--- config.mk ---
export PLATFORM = sky130hd
export DESIGN_NAME = swb_ctrl_flat
export DESIGN_NICKNAME = d
export VERILOG_FILES = /design/src/swb_pkg.sv /design/src/swb_if.sv /design/src/swb_ctrl.sv /design/src/flat_wrapper.sv
export SDC_FILE = /design/constraint.sdc
export NUM_CORES = 2
export LEC_CHECK = 0
export BUFFER_PORTS_ARGS = -buffer_cell sky130_fd_sc_hd__buf_4
export CAP_MARGIN = 20
export CORE_UTILIZATION = 40
export CTS_CLUSTER_SIZE = 16
export DETAILED_ROUTE_END_ITERATION = 12
export GPL_TIMING_DRIVEN = 1
export PLACE_DENSITY = 0.65
export SLEW_MARGIN = 40
export SYNTH_ARGS = -nofsm -noshare
export SYNTH_HDL_FRONTEND = slang
export SYNTH_SLANG_ARGS = --single-unit
--- constraint.sdc ---
create_clock -name hclk -period 12.1 [get_ports hclk]
set_input_delay 1.21 -clock hclk [delete_from_list [all_inputs] [get_ports hclk]]
set_output_delay 1.21 -clock hclk [all_outputs]
set_load 0.005 [all_outputs]
--- src/swb_pkg.sv ---
// Shared constants, field layouts and helpers for the write burst path
package swb_pkg;
    // --------------------------------------------------------------
    // Widths and depths
    // --------------------------------------------------------------
    localparam int DQ_W = 16;
    localparam int LANES = 2;
    localparam int BANK_W = 4;
    localparam int COL_W = 10;
    localparam int WL_W = 6;
    localparam int PIPE_W = 64;
    localparam int QD = 8;
    localparam int QA_W = 3;
    localparam int BEATS = 8;
    localparam logic [2:0] LAST_BL8 = 3'h7;
    localparam logic [2:0] LAST_BC4 = 3'h3;
    // --------------------------------------------------------------
    // Mode encodings
    // --------------------------------------------------------------
    localparam logic [1:0] BL_FIX8 = 2'h0;
    localparam logic [1:0] BL_OTF = 2'h1;
    localparam logic [1:0] BL_FIX4 = 2'h2;
    localparam logic [1:0] AL_CLM1 = 2'h1;
    localparam logic [1:0] AL_CLM2 = 2'h2;
    localparam logic [1:0] ORG_X4 = 2'h0;
    localparam logic [1:0] ORG_X8 = 2'h1;
    localparam logic [1:0] ORG_X16 = 2'h2;
    localparam logic [4:0] CWL_BAN_PRE2 = 5'h09;
    localparam logic [4:0] CCD_MIN = 5'h05;
    localparam logic [4:0] GAP_SAT = 5'h1F;
    // --------------------------------------------------------------
    // Link clock made by the controller
    // --------------------------------------------------------------
    localparam int HCLK_NS = 50;
    localparam int CK_NS = 400;
    localparam int CK_DIV = CK_NS / HCLK_NS;
    localparam logic [2:0] PH_RISE = 3'(CK_DIV - 1);
    localparam logic [2:0] PH_FALL = 3'(CK_DIV / 2 - 1);
    localparam logic [2:0] PH_ODD = 3'h1;
    localparam logic [2:0] PH_EVEN = 3'h5;
    localparam logic [2:0] CK_HALF = 3'(CK_DIV / 2);
    // --------------------------------------------------------------
    // Controller register map and fields
    // --------------------------------------------------------------
    localparam logic [7:0] REG_CTRL = 8'h00;
    localparam logic [7:0] REG_CMD = 8'h04;
    localparam logic [7:0] REG_DAT0 = 8'h08;
    localparam logic [7:0] REG_MASK = 8'h18;
    localparam logic [7:0] REG_STAT = 8'h1C;
    localparam int CTRL_BL = 0;
    localparam int CTRL_PRE2 = 2;
    localparam int CTRL_DM = 3;
    localparam int CTRL_DBI = 4;
    localparam int CTRL_CRC = 5;
    localparam int CTRL_AL = 6;
    localparam int CTRL_CWL = 8;
    localparam int CTRL_CL = 16;
    localparam logic [31:0] CTRL_RST = 32'h000B_0900;
    localparam int CMD_BANK = 0;
    localparam int CMD_COL = 4;
    localparam int CMD_A10 = 14;
    localparam int CMD_A12 = 15;
    localparam int ST_PEND = 0;
    localparam int ST_BUSY = 1;
    localparam int ST_REF = 2;
    localparam int ST_CRCP = 3;
    localparam int ST_REC = 8;

    function automatic logic is_chop(input logic [1:0] bl, input logic a12);
        return (bl == BL_FIX4) || ((bl == BL_OTF) && !a12);
    endfunction

    function automatic logic [WL_W-1:0] wl_calc(input logic [1:0] al_sel, input logic [4:0] cl,
                                                input logic [4:0] cwl);
        logic [WL_W-1:0] al;
        al = '0;
        if (al_sel == AL_CLM1) al = {1'b0, cl} - 6'h01;
        if (al_sel == AL_CLM2) al = {1'b0, cl} - 6'h02;
        return al + {1'b0, cwl};
    endfunction

    function automatic logic tap(input logic [PIPE_W-1:0] p, input logic [WL_W-1:0] wl,
                                 input logic [WL_W-1:0] back);
        return (wl >= back) ? p[wl - back] : 1'b0;
    endfunction
endpackage

--- src/swb_if.sv ---
// Command, address and write data link between controller and memory
`timescale 1ns/1ps
`default_nettype none
interface swb_if;
    logic ck;
    logic cmd_we;
    logic a10;
    logic a12;
    logic [swb_pkg::BANK_W-1:0] bank;
    logic [swb_pkg::COL_W-1:0] col;
    logic [swb_pkg::DQ_W-1:0] dq;
    logic dq_oe;
    logic [swb_pkg::LANES-1:0] dm_n;
    logic dqs;
    logic dqs_oe;
    modport ctrl (output ck, cmd_we, a10, a12, bank, col, dq, dq_oe, dm_n, dqs, dqs_oe);
    modport dev (input ck, cmd_we, a10, a12, bank, col, dq, dq_oe, dm_n, dqs, dqs_oe);
endinterface
`default_nettype wire

--- src/swb_ctrl.sv ---
// Controller end: AHB-Lite registers, link clock, command spacing, write data
`timescale 1ns/1ps
`default_nettype none
module swb_ctrl (
    // Clock and reset
    input wire logic hclk,
    input wire logic hresetn,
    // AHB-Lite slave
    input wire logic hsel,
    input wire logic [31:0] haddr,
    input wire logic [1:0] htrans,
    input wire logic hwrite,
    input wire logic [2:0] hsize,
    input wire logic [31:0] hwdata,
    input wire logic hready,
    output logic hreadyout,
    output logic hresp,
    output logic [31:0] hrdata,
    // Link to the memory
    swb_if.ctrl link
);
    // ------------------------------------------------------------
    // Types and state
    // ------------------------------------------------------------
    typedef struct packed {
        logic [swb_pkg::BEATS*swb_pkg::DQ_W-1:0] data;
        logic [swb_pkg::BEATS*swb_pkg::LANES-1:0] mask;
        logic chop;
    } swb_ctrl_ent_t;

    typedef struct packed {
        logic ap_wr;
        logic ap_rd;
        logic [7:0] ap_addr;
        logic [31:0] ctrl;
        logic [15:0] pcmd;
        logic pend;
        logic [3:0][31:0] dat;
        logic [15:0] mask;
        logic refused;
        logic [2:0] cnt;
        logic ck;
        logic cmd_we;
        logic a10;
        logic a12;
        logic [swb_pkg::BANK_W-1:0] bank;
        logic [swb_pkg::COL_W-1:0] col;
        logic [swb_pkg::DQ_W-1:0] dq;
        logic dq_oe;
        logic [swb_pkg::LANES-1:0] dm_n;
        logic dqs;
        logic dqs_oe;
        logic [4:0] gap;
        logic [7:0] rec;
        logic rec_arm;
        logic [swb_pkg::PIPE_W-1:0] pipe;
        swb_ctrl_ent_t [swb_pkg::QD-1:0] q;
        logic [swb_pkg::QA_W-1:0] wp;
        logic [swb_pkg::QA_W-1:0] rp;
        logic act;
        logic [2:0] beat;
        swb_ctrl_ent_t cur;
    } swb_ctrl_st_t;

    swb_ctrl_st_t s;
    swb_ctrl_st_t next_s;
    logic [swb_pkg::WL_W-1:0] wl;
    logic pre2;
    logic cfg_bad;
    logic gap_ok;
    logic full;
    logic busy;

    assign pre2 = s.ctrl[swb_pkg::CTRL_PRE2];
    assign wl = swb_pkg::wl_calc(s.ctrl[swb_pkg::CTRL_AL +: 2], s.ctrl[swb_pkg::CTRL_CL +: 5],
                                 s.ctrl[swb_pkg::CTRL_CWL +: 5]);
    assign cfg_bad = (pre2 && s.ctrl[swb_pkg::CTRL_CWL +: 5] == swb_pkg::CWL_BAN_PRE2)
        || (s.ctrl[swb_pkg::CTRL_DM] && s.ctrl[swb_pkg::CTRL_DBI]);
    // Gap counts rises since the last command; the next command lands one rise later
    // Compared against the limit minus one because the new command is counted at the rise after it is issued
    assign gap_ok = (s.gap >= swb_pkg::CCD_MIN - 5'h01)
        && !(pre2 && s.gap == swb_pkg::CCD_MIN - 5'h01);
    assign full = (s.wp + 3'h1) == s.rp;
    assign busy = s.pend || s.act || (|s.pipe) || (s.wp != s.rp);

    // ------------------------------------------------------------
    // Next state
    // ------------------------------------------------------------
    always_comb begin
        next_s = s;
        // AHB address phase capture
        next_s.ap_wr = hsel && htrans[1] && hready && hwrite;
        next_s.ap_rd = hsel && htrans[1] && hready && !hwrite;
        next_s.ap_addr = haddr[7:0];
        if (s.ap_wr) begin
            case (s.ap_addr)
                swb_pkg::REG_CTRL: begin
                    next_s.ctrl = hwdata;
                end
                swb_pkg::REG_CMD: begin
                    // Illegal modes are refused here, never sent on the link
                    if (s.pend || cfg_bad) begin
                        next_s.refused = 1'b1;
                    end else begin
                        next_s.pend = 1'b1;
                        next_s.pcmd = hwdata[15:0];
                    end
                end
                swb_pkg::REG_MASK: begin
                    next_s.mask = hwdata[15:0];
                end
                swb_pkg::REG_STAT: begin
                    if (hwdata[swb_pkg::ST_REF]) next_s.refused = 1'b0;
                end
                default: begin
                    if (s.ap_addr >= swb_pkg::REG_DAT0 && s.ap_addr < swb_pkg::REG_MASK) begin
                        next_s.dat[s.ap_addr[3:2] - 2'h2] = hwdata;
                    end
                end
            endcase
        end
        // Link clock divider
        next_s.cnt = (s.cnt == swb_pkg::PH_RISE) ? 3'h0 : s.cnt + 3'h1;
        next_s.ck = next_s.cnt < swb_pkg::CK_HALF;
        if (s.cnt == swb_pkg::PH_RISE) begin
            next_s.pipe = {s.pipe[swb_pkg::PIPE_W-2:0], s.cmd_we};
            next_s.gap = s.cmd_we ? 5'h00 : ((s.gap == swb_pkg::GAP_SAT) ? s.gap : s.gap + 5'h01);
            // Recovery counts from the first rise after the last beat
            next_s.rec = s.rec_arm ? 8'h00 : ((s.rec == 8'hFF) ? s.rec : s.rec + 8'h01);
            next_s.rec_arm = 1'b0;
        end
        // Commands change at the falling edge so the rise samples them stable
        if (s.cnt == swb_pkg::PH_FALL) begin
            next_s.cmd_we = 1'b0;
            if (s.pend && gap_ok && !full) begin
                next_s.cmd_we = 1'b1;
                next_s.pend = 1'b0;
                next_s.bank = s.pcmd[swb_pkg::CMD_BANK +: swb_pkg::BANK_W];
                next_s.col = s.pcmd[swb_pkg::CMD_COL +: swb_pkg::COL_W];
                next_s.a10 = s.pcmd[swb_pkg::CMD_A10];
                next_s.a12 = s.pcmd[swb_pkg::CMD_A12];
                next_s.q[s.wp].data = s.dat;
                next_s.q[s.wp].mask = s.mask;
                next_s.q[s.wp].chop = swb_pkg::is_chop(s.ctrl[swb_pkg::CTRL_BL +: 2],
                                                      s.pcmd[swb_pkg::CMD_A12]);
                next_s.wp = s.wp + 3'h1;
            end
        end
        // Even beats change before a rise, odd beats before a fall
        if (s.cnt == swb_pkg::PH_EVEN) begin
            if (swb_pkg::tap(s.pipe, wl, 6'h01)) begin
                next_s.cur = s.q[s.rp];
                next_s.rp = s.rp + 3'h1;
                next_s.act = 1'b1;
                next_s.beat = 3'h0;
            end else if (!s.act) begin
                next_s.dq_oe = 1'b0;
                next_s.dqs = 1'b0;
                next_s.dqs_oe = swb_pkg::tap(s.pipe, wl, 6'h02) || (pre2 && swb_pkg::tap(s.pipe, wl, 6'h03));
            end
        end
        if (next_s.act && (s.cnt == swb_pkg::PH_EVEN || s.cnt == swb_pkg::PH_ODD)) begin
            next_s.dq = next_s.cur.data[next_s.beat*swb_pkg::DQ_W +: swb_pkg::DQ_W];
            next_s.dm_n = next_s.cur.mask[next_s.beat*swb_pkg::LANES +: swb_pkg::LANES];
            next_s.dq_oe = 1'b1;
            next_s.dqs_oe = 1'b1;
            next_s.dqs = !next_s.beat[0];
            if (next_s.beat == (next_s.cur.chop ? swb_pkg::LAST_BC4 : swb_pkg::LAST_BL8)) begin
                next_s.act = 1'b0;
                next_s.rec_arm = 1'b1;
            end else begin
                next_s.beat = next_s.beat + 3'h1;
            end
        end
    end

    always_ff @(posedge hclk or negedge hresetn) begin
        if (!hresetn) begin
            s <= '0;
            s.ctrl <= swb_pkg::CTRL_RST;
            // Start in the low half so the first link clock pulse is full width
            s.cnt <= swb_pkg::CK_HALF;
            s.gap <= swb_pkg::GAP_SAT;
            s.rec <= 8'hFF;
        end else begin
            s <= next_s;
        end
    end

    // ------------------------------------------------------------
    // Bus answers and link outputs
    // ------------------------------------------------------------
    assign hreadyout = 1'b1;
    assign hresp = 1'b0;

    always_comb begin
        hrdata = 32'h0000_0000;
        if (s.ap_rd) begin
            case (s.ap_addr)
                swb_pkg::REG_CTRL: hrdata = s.ctrl;
                swb_pkg::REG_CMD: hrdata = {16'h0000, s.pcmd};
                swb_pkg::REG_MASK: hrdata = {16'h0000, s.mask};
                swb_pkg::REG_STAT: begin
                    hrdata[swb_pkg::ST_PEND] = s.pend;
                    hrdata[swb_pkg::ST_BUSY] = busy;
                    hrdata[swb_pkg::ST_REF] = s.refused;
                    hrdata[swb_pkg::ST_CRCP] = s.ctrl[swb_pkg::CTRL_CRC] && s.ctrl[swb_pkg::CTRL_DM];
                    hrdata[swb_pkg::ST_REC +: 8] = s.rec;
                end
                default: begin
                    if (s.ap_addr >= swb_pkg::REG_DAT0 && s.ap_addr < swb_pkg::REG_MASK) begin
                        hrdata = s.dat[s.ap_addr[3:2] - 2'h2];
                    end
                end
            endcase
        end
    end

    assign link.ck = s.ck;
    assign link.cmd_we = s.cmd_we;
    assign link.a10 = s.a10;
    assign link.a12 = s.a12;
    assign link.bank = s.bank;
    assign link.col = s.col;
    assign link.dq = s.dq;
    assign link.dq_oe = s.dq_oe;
    assign link.dm_n = s.dm_n;
    assign link.dqs = s.dqs;
    assign link.dqs_oe = s.dqs_oe;
endmodule
`default_nettype wire

--- src/flat_wrapper.sv ---
// flat-port wrapper written by rule: the top's interface ports become plain ports
module swb_ctrl_flat 
  (hclk, hresetn, hsel, haddr, htrans, hwrite, hsize, hwdata, hready, hreadyout, hresp, hrdata, link_ck, link_cmd_we, link_a10, link_a12, link_bank, link_col, link_dq, link_dq_oe, link_dm_n, link_dqs, link_dqs_oe);
  swb_if link_i ();
  input wire logic hclk;
  input wire logic hresetn;
  input wire logic hsel;
  input wire logic [31:0] haddr;
  input wire logic [1:0] htrans;
  input wire logic hwrite;
  input wire logic [2:0] hsize;
  input wire logic [31:0] hwdata;
  input wire logic hready;
  output logic hreadyout;
  output logic hresp;
  output logic [31:0] hrdata;
  output wire logic [$bits(link_i.ck)-1:0] link_ck;
  output wire logic [$bits(link_i.cmd_we)-1:0] link_cmd_we;
  output wire logic [$bits(link_i.a10)-1:0] link_a10;
  output wire logic [$bits(link_i.a12)-1:0] link_a12;
  output wire logic [$bits(link_i.bank)-1:0] link_bank;
  output wire logic [$bits(link_i.col)-1:0] link_col;
  output wire logic [$bits(link_i.dq)-1:0] link_dq;
  output wire logic [$bits(link_i.dq_oe)-1:0] link_dq_oe;
  output wire logic [$bits(link_i.dm_n)-1:0] link_dm_n;
  output wire logic [$bits(link_i.dqs)-1:0] link_dqs;
  output wire logic [$bits(link_i.dqs_oe)-1:0] link_dqs_oe;
  assign link_ck = link_i.ck;
  assign link_cmd_we = link_i.cmd_we;
  assign link_a10 = link_i.a10;
  assign link_a12 = link_i.a12;
  assign link_bank = link_i.bank;
  assign link_col = link_i.col;
  assign link_dq = link_i.dq;
  assign link_dq_oe = link_i.dq_oe;
  assign link_dm_n = link_i.dm_n;
  assign link_dqs = link_i.dqs;
  assign link_dqs_oe = link_i.dqs_oe;
  swb_ctrl u_core (.hclk(hclk), .hresetn(hresetn), .hsel(hsel), .haddr(haddr), .htrans(htrans), .hwrite(hwrite), .hsize(hsize), .hwdata(hwdata), .hready(hready), .hreadyout(hreadyout), .hresp(hresp), .hrdata(hrdata), .link(link_i));
endmodule
After elaboration in Yosys (flattened, before gate mapping)
Index checks and enable logic that the tools add are counted.
W data, S select, Z words.
{"block": "totals", "in_bits": 74, "register_bits": 1639, "output_inout_bits": 73, "word_cells": 227}
{"block": "op_classes", "n_eq_ne": 24, "muxes": 66, "n_reduce_logical": 46, "shift": 2, "addsub": 13, "bitwise_logic": 2, "order_cmp": 15}
{"op": "$bwmux W1160", "n": 3}
{"op": "$demux W145 S3", "n": 3}
{"op": "$bmux W145 S3", "n": 1}
{"op": "$mux W149", "n": 2}
{"op": "$mux W145", "n": 2}
{"op": "$mux W128", "n": 2}
{"op": "$mux W146", "n": 1}
{"op": "$bwmux W128", "n": 1}
{"op": "$mux W32", "n": 4}
{"op": "$shiftx A128 B8 Y16", "n": 1}
{"op": "$mux W65", "n": 1}
{"op": "$bmux W32 S2", "n": 1}
{"op": "$demux W32 S2", "n": 1}
{"op": "$reduce_or A64 Y1", "n": 1}
{"op": "$mux W17", "n": 2}
{"op": "$pmux W16 S2", "n": 1}
{"op": "$pmux W4 S4", "n": 2}
{"op": "$pmux W8 S4", "n": 1}
{"op": "$lt A6 B7 Y1 const B", "n": 3}
{"op": "$mux W1", "n": 19}
{"op": "$bmux W1 S6", "n": 3}
{"op": "$logic_and A1 B1 Y1", "n": 17}
{"op": "$eq A8 B5 Y1 const B", "n": 2}
{"op": "$mux W16", "n": 1}
{"op": "other kinds (51)", "n": 93}

Logic depth before layout (Yosys ltp)
{"block": "logic_depth", "ltp_word": 14, "depth_mapped": 23, "depth_no_buf": 17}

Worst setup path after synthesis
Ideal clock, no wire load.
{"block": "synth_path", "path_type": "register to register", "from": "register u_core.s[1614] in the netlist's numbering", "to": "register u_core.s, in the netlist u_core.link.dm_n[1]", "stages_incl_launch_ff": 21, "setup_time_ns": 0.123, "slack_ns": 7.026, "required_ns": 11.977, "period_less_slack_ns": 5.074, "t_arrival_ns": 4.951, "path_buffers": 5, "cell_sequence": "dfstp_2 inv_1 ha_1 o22ai_1 fa_1 clkbuf_1 buf_1 inv_1 ha_1 inv_1 xnor2_4 mux4_1 mux2i_1 mux2i_1 mux2_4 or2_1 buf_6 buf_6 buf_6 o22a_1 o221a_1"}
{"block": "synth_between", "elab_chain_cells": 11, "word_cells_on_any_way": 14, "cone_classes": "add/sub (4); order compare (1); shift (1); mux (7); reduce/logical (1)"}
{"item": "start: declaration", "line": "swb_ctrl.sv:65", "source": "swb_ctrl_st_t s;"}
{"item": "start signal: assignment", "line": "swb_ctrl.sv:186", "source": "s <= next_s;"}
{"item": "$sub A5 B1 Y6", "line": "swb_pkg.sv:77", "source": "if (al_sel == AL_CLM1) al = {1'b0, cl} - 6'h01;"}
{"item": "$mux W6", "line": "swb_pkg.sv:77"}
{"item": "$mux W6 (*)", "line": "swb_pkg.sv:78", "source": "if (al_sel == AL_CLM2) al = {1'b0, cl} - 6'h02;"}
{"item": "$add A6 B5 Y6 (*)", "line": "swb_pkg.sv:79", "source": "return al + {1'b0, cwl};"}
{"item": "$sub A6 B1 Y6", "line": "swb_pkg.sv:84", "source": "return (wl >= back) ? p[wl - back] : 1'b0;"}
{"item": "$bmux W1 S6", "line": "swb_pkg.sv:84"}
{"item": "$mux W1 (not written as such)", "line": "swb_pkg.sv:84"}
{"item": "$mux W1 (*)", "line": "swb_pkg.sv:84"}
{"item": "$mux W149 (*)", "line": "swb_ctrl.sv:151", "source": "if (swb_pkg::tap(s.pipe, wl, 6'h01)) begin"}
{"item": "$mux W149 (*)", "line": "swb_ctrl.sv:150", "source": "if (s.cnt == swb_pkg::PH_EVEN) begin"}
{"item": "$shiftx A16 B5 Y2 / $logic_and A1 B1 Y1 (equally long branches)", "line": "swb_ctrl.sv:164, swb_ctrl.sv:162"}
Every way passes the cells marked *; elsewhere a longest branch is shown, timed or not. The select of a mux whose other input is x is not followed.
A chain may end at the register's enable or synchronous reset.

Worst setup path after layout
{"block": "layout_path", "from": "register u_core.s[1614] in the netlist's numbering", "to": "register u_core.s, in the netlist u_core.link.dq[6]"}
{"block": "layout_between", "elab_chain_cells": 11, "word_cells_on_any_way": 14, "cone_classes": "add/sub (4); order compare (1); shift (1); mux (7); reduce/logical (1)"}
{"item": "$sub A5 B1 Y6", "line": "swb_pkg.sv:77"}
{"item": "$mux W6", "line": "swb_pkg.sv:77"}
{"item": "$mux W6 (*)", "line": "swb_pkg.sv:78"}
{"item": "$add A6 B5 Y6 (*)", "line": "swb_pkg.sv:79"}
{"item": "$sub A6 B1 Y6", "line": "swb_pkg.sv:84"}
{"item": "$bmux W1 S6", "line": "swb_pkg.sv:84"}
{"item": "$mux W1 (not written as such)", "line": "swb_pkg.sv:84"}
{"item": "$mux W1 (*)", "line": "swb_pkg.sv:84"}
{"item": "$mux W149 (*)", "line": "swb_ctrl.sv:151"}
{"item": "$mux W149 (*)", "line": "swb_ctrl.sv:150"}
{"item": "$shiftx A128 B8 Y16 / $logic_and A1 B1 Y1 (equally long branches)", "line": "swb_ctrl.sv:163, swb_ctrl.sv:162"}
Marks and branches as above.

==> impl_metrics.env <==
export IMPL_run_status="completed"
export IMPL_powerDensity_mw_per_mm2=137
export IMPL_dr_pass1_iters=7
export IMPL_row_count=158
export IMPL_die_area_sq_mm=0.188
export IMPL_final_cell_mix="dfrtp_1, mux2_2, mux4_2"
export IMPL_yosys_warnings=0
export IMPL_numPlacedInstances=7084
export IMPL_setup_worst_path_class="reg2reg"
export IMPL_fin_tns_setup_ns=0
export IMPL_syn_nets=5002
export IMPL_ir_worst_vdd_uv=137
export IMPL_design_area_sq_mm=0.0836
export IMPL_ys_seq_area_share_pct=55.1
export IMPL_start_util_pct=40.2
export IMPL_gp_congestion=0.808
export IMPL_synth_area_sq_mm=0.0745
export IMPL_die_y_microns=434
export IMPL_r2r_start="u_core.s[1614]"
export IMPL_period_needed_ns=6.02
export IMPL_hold_violations=0
export IMPL_drt_iter0_drc=2831
export IMPL_final_cells=7407
export IMPL_topRoutingLayerUsed="met4"
export IMPL_final_common_cell="dfrtp_1"
export IMPL_fp_dieW_microns=434
export IMPL_synth_cell_type_count=76
export IMPL_synthToLayoutAreaGrowth_pct=12.2
export IMPL_cts_tree="done"
export IMPL_critPathLaunchType="flop"
export IMPL_synth_area_leaders="dfrtp_1, mux2_2, mux4_2"
export IMPL_grt_max_degree=150
export IMPL_h_tree_depth=4
export IMPL_drt_drc_violations_left=0
export IMPL_p_leak_uw=0.0383
export IMPL_nets=4883
export IMPL_cts_buffers_inserted=173
export IMPL_relSlewSlack_pct=40.0
export IMPL_timing_fmax_mhz=166
export IMPL_grt_pass1_wl_microns=289000
export IMPL_path_buf_inv=6
export IMPL_wirelength_microns=190000
export IMPL_slowest_delay_ns=0.66
export IMPL_ff2ff_setup_slack_ns=6.08
export IMPL_final_layout_size_suffix_gt1_share_pct=48.5
export IMPL_dr_wl_met3_microns=9120
export IMPL_path_cells="inv_1 > ha_1 > o22ai_1 > fa_1 > buf_4 > inv_1 > ha_1 > inv_1 > xnor2_4 > mux4_1 > mux2i_1 > mux2i_1 > mux2_4 > nor2_4 > buf_4 > o21a_1 > buf_4 > o221a_1"
export IMPL_synth_edf_count=0
export IMPL_max_cap_violations=0
export IMPL_async_flop_share_pct=100
export IMPL_synth_top_area_share_pct=54.4
export IMPL_dp_hpwl_microns=110000
export IMPL_final_antenna_net_count=0
export IMPL_report_final_slew_viol_count=0
export IMPL_via_per_inst=5.70
export IMPL_postPlaceCellArea_sq_mm=0.0775
export IMPL_placement_io_buffers=116
export IMPL_cpMaxStageDelayCell="mux4_1"
export IMPL_rr_endpoint="u_core.link.dq[6]"
export IMPL_core_area_sq_mm=0.185
export IMPL_antenna_found_initial=11
export IMPL_ys_ff_latch=1639
export IMPL_skew_ns=0.0476
export IMPL_postCtsSetupBuffers=0
export IMPL_yosysTopAreaCell="dfrtp_1"
export IMPL_cts_resized=0
export IMPL_clock_latency_ns=0.83
export IMPL_netlist_instances=4903
export IMPL_timing_final_crit_share_pct=49.8
export IMPL_arrival_ns=6.77
export IMPL_synthFlopType="dfrtp_1"
export IMPL_crit_required_ns=12.85
export IMPL_worst_slew_pin_slew_ns=0.901
export IMPL_hold_buffers=0
export IMPL_root_buffer="clkbuf_16"
export IMPL_grt_ovfl_total=0
export IMPL_cts_clk_slew_worst_paths_ns=0.06
export IMPL_endpoint_kind="flop"
export IMPL_vias=42215
export IMPL_total_power_uw=11400
export IMPL_pin_count=147
export IMPL_grt_pass1_vias=44120
export IMPL_crit_family="buffers and inverters"
export IMPL_grt_setup_unrepaired="no"
export IMPL_rr_worst_depth=18
export IMPL_met2WireLength_microns=90700
export IMPL_critPathMaxFanout=41
export IMPL_avgSynthCellArea_sq_um=15.2
export IMPL_clock_sinks=1639
export IMPL_wl_met1_microns=85200
export IMPL_wl_per_cell_microns=25.7
export IMPL_setup_viol=0
export IMPL_cts_path_max_buffers=3
export IMPL_hold_class="in2async"
export IMPL_track_usage_pct=20.5
export IMPL_holdWs_ns=0.339
==> area by class of cell <==
cell class              instances  area (sq um)
fillers                     16182        102000
inverters                      26           103
flip-flops and latches       1639         41100
multi-input cells            2735         31300
repair buffers                209          2150
clock inverters                62           737
well taps                    2480          3100
clock buffers                 254          5160
diodes                          2          5.00
==> kinds of logic (layout without fill, tap and decap cells) <==
family / Yosys count / count (layout) / synth area share [%]
xor gates and xnor gates: 30 / 30 / 0.406
and+or+nand+nor: 351 / 351 / 2.11
AOI/OAI and AO/OA: 314 / 314 / 2.74
adders and majority gates: 25 / 25 / 0.430
other: 2 / 4 / 0.0101
DFF: 1639 / 1639 / 55.1
muxes: 2013 / 2013 / 36.1
buffers and inverters: 529 / 551 / 3.13
==> sequential cells by signal, indices dropped and copies added, names as in the netlist, 2 cells and up <==
signal            cells
u_core.link.dm_n      2
u_core.link.bank      4
u_core.s           1599
u_core.link.col      10
u_core.link.dq       16
==> cells in the mapped netlist (4+ instances only) <==
cell and instances:
clkbuf_1 207, buf_1 165, buf_2 82, and3_1 4, o21ai_1 100, dfstp_2 19
o221a_1 18, o21ai_0 49, or3_1 22, xnor2_1 18, a31oi_1 5, dfrtp_1 1620
nor2_1 45, nand3_1 16, o22a_1 21, buf_6 15, nor4_1 17, a222oi_1 10
nand2_1 209, a21oi_1 34, nor3_1 4, mux4_1 7, inv_1 23, buf_4 34
ha_1 24, xor2_1 9, nand4_1 5, a22oi_1 36, mux2_2 1449, mux4_2 386
a22o_1 5, nand2b_1 5, o31ai_1 4, mux2i_1 170, o22ai_1 5
==> worst reg2reg max path: cells and delay by family, from the launching register on <==
| family | cells | cell delay, ns |
|---|---|---|
| buffers and inverters | 6 | 1.80 |
| multiplexers | 4 | 1.24 |
| adder cells (fa/ha/maj) | 3 | 0.95 |
| AO/OA/AOI/OAI | 3 | 0.76 |
| flip-flops | 1 | 0.65 |
| XOR/XNOR | 1 | 0.40 |
| AND/OR/NAND/NOR | 1 | 0.16 |
==> report_power, final <==
part	switching (uW)	internal (uW)
Clock	2270	3150
Sequential	85.4	5520
Combinational	260	148
==> metal layers <==
layer | vias up | track usage, %
li1 | 17839 | -
met1 | 23143 | 28.8
met2 | 952 | 32.7
met3 | 281 | 3.20
met4 | 0 | 6.31
met5 | - | 0
==> how the worst max path moves through the flow <==
stage	start	endpoint	slack, ns	depth (start not counted)
after floorplan	u_core.s[1614]	u_core.link.dm_n[1]	7.03	20
after global placement	u_core.s[1614]	u_core.link.dq[13]	6.17	18
after detailed placement	u_core.s[1614]	u_core.link.dq[13]	6.11	18
after CTS	u_core.s[1614]	u_core.link.dq[5]	6.09	18
after global routing	u_core.s[1614]	u_core.link.dq[7]	5.83	18
final	u_core.s[1614]	u_core.link.dq[6]	6.08	18
==> metrics by stage <==
stage / utilization (%) / setup slack [ns]
floorplan: - / 7.03
global placement: 41.7 / 6.17
detailed placement: 41.9 / 6.11
CTS: 45.0 / 6.09
global route: 45.1 / 5.83
finish: 45.1 / 6.08
(Power assumes the default switching activity.)
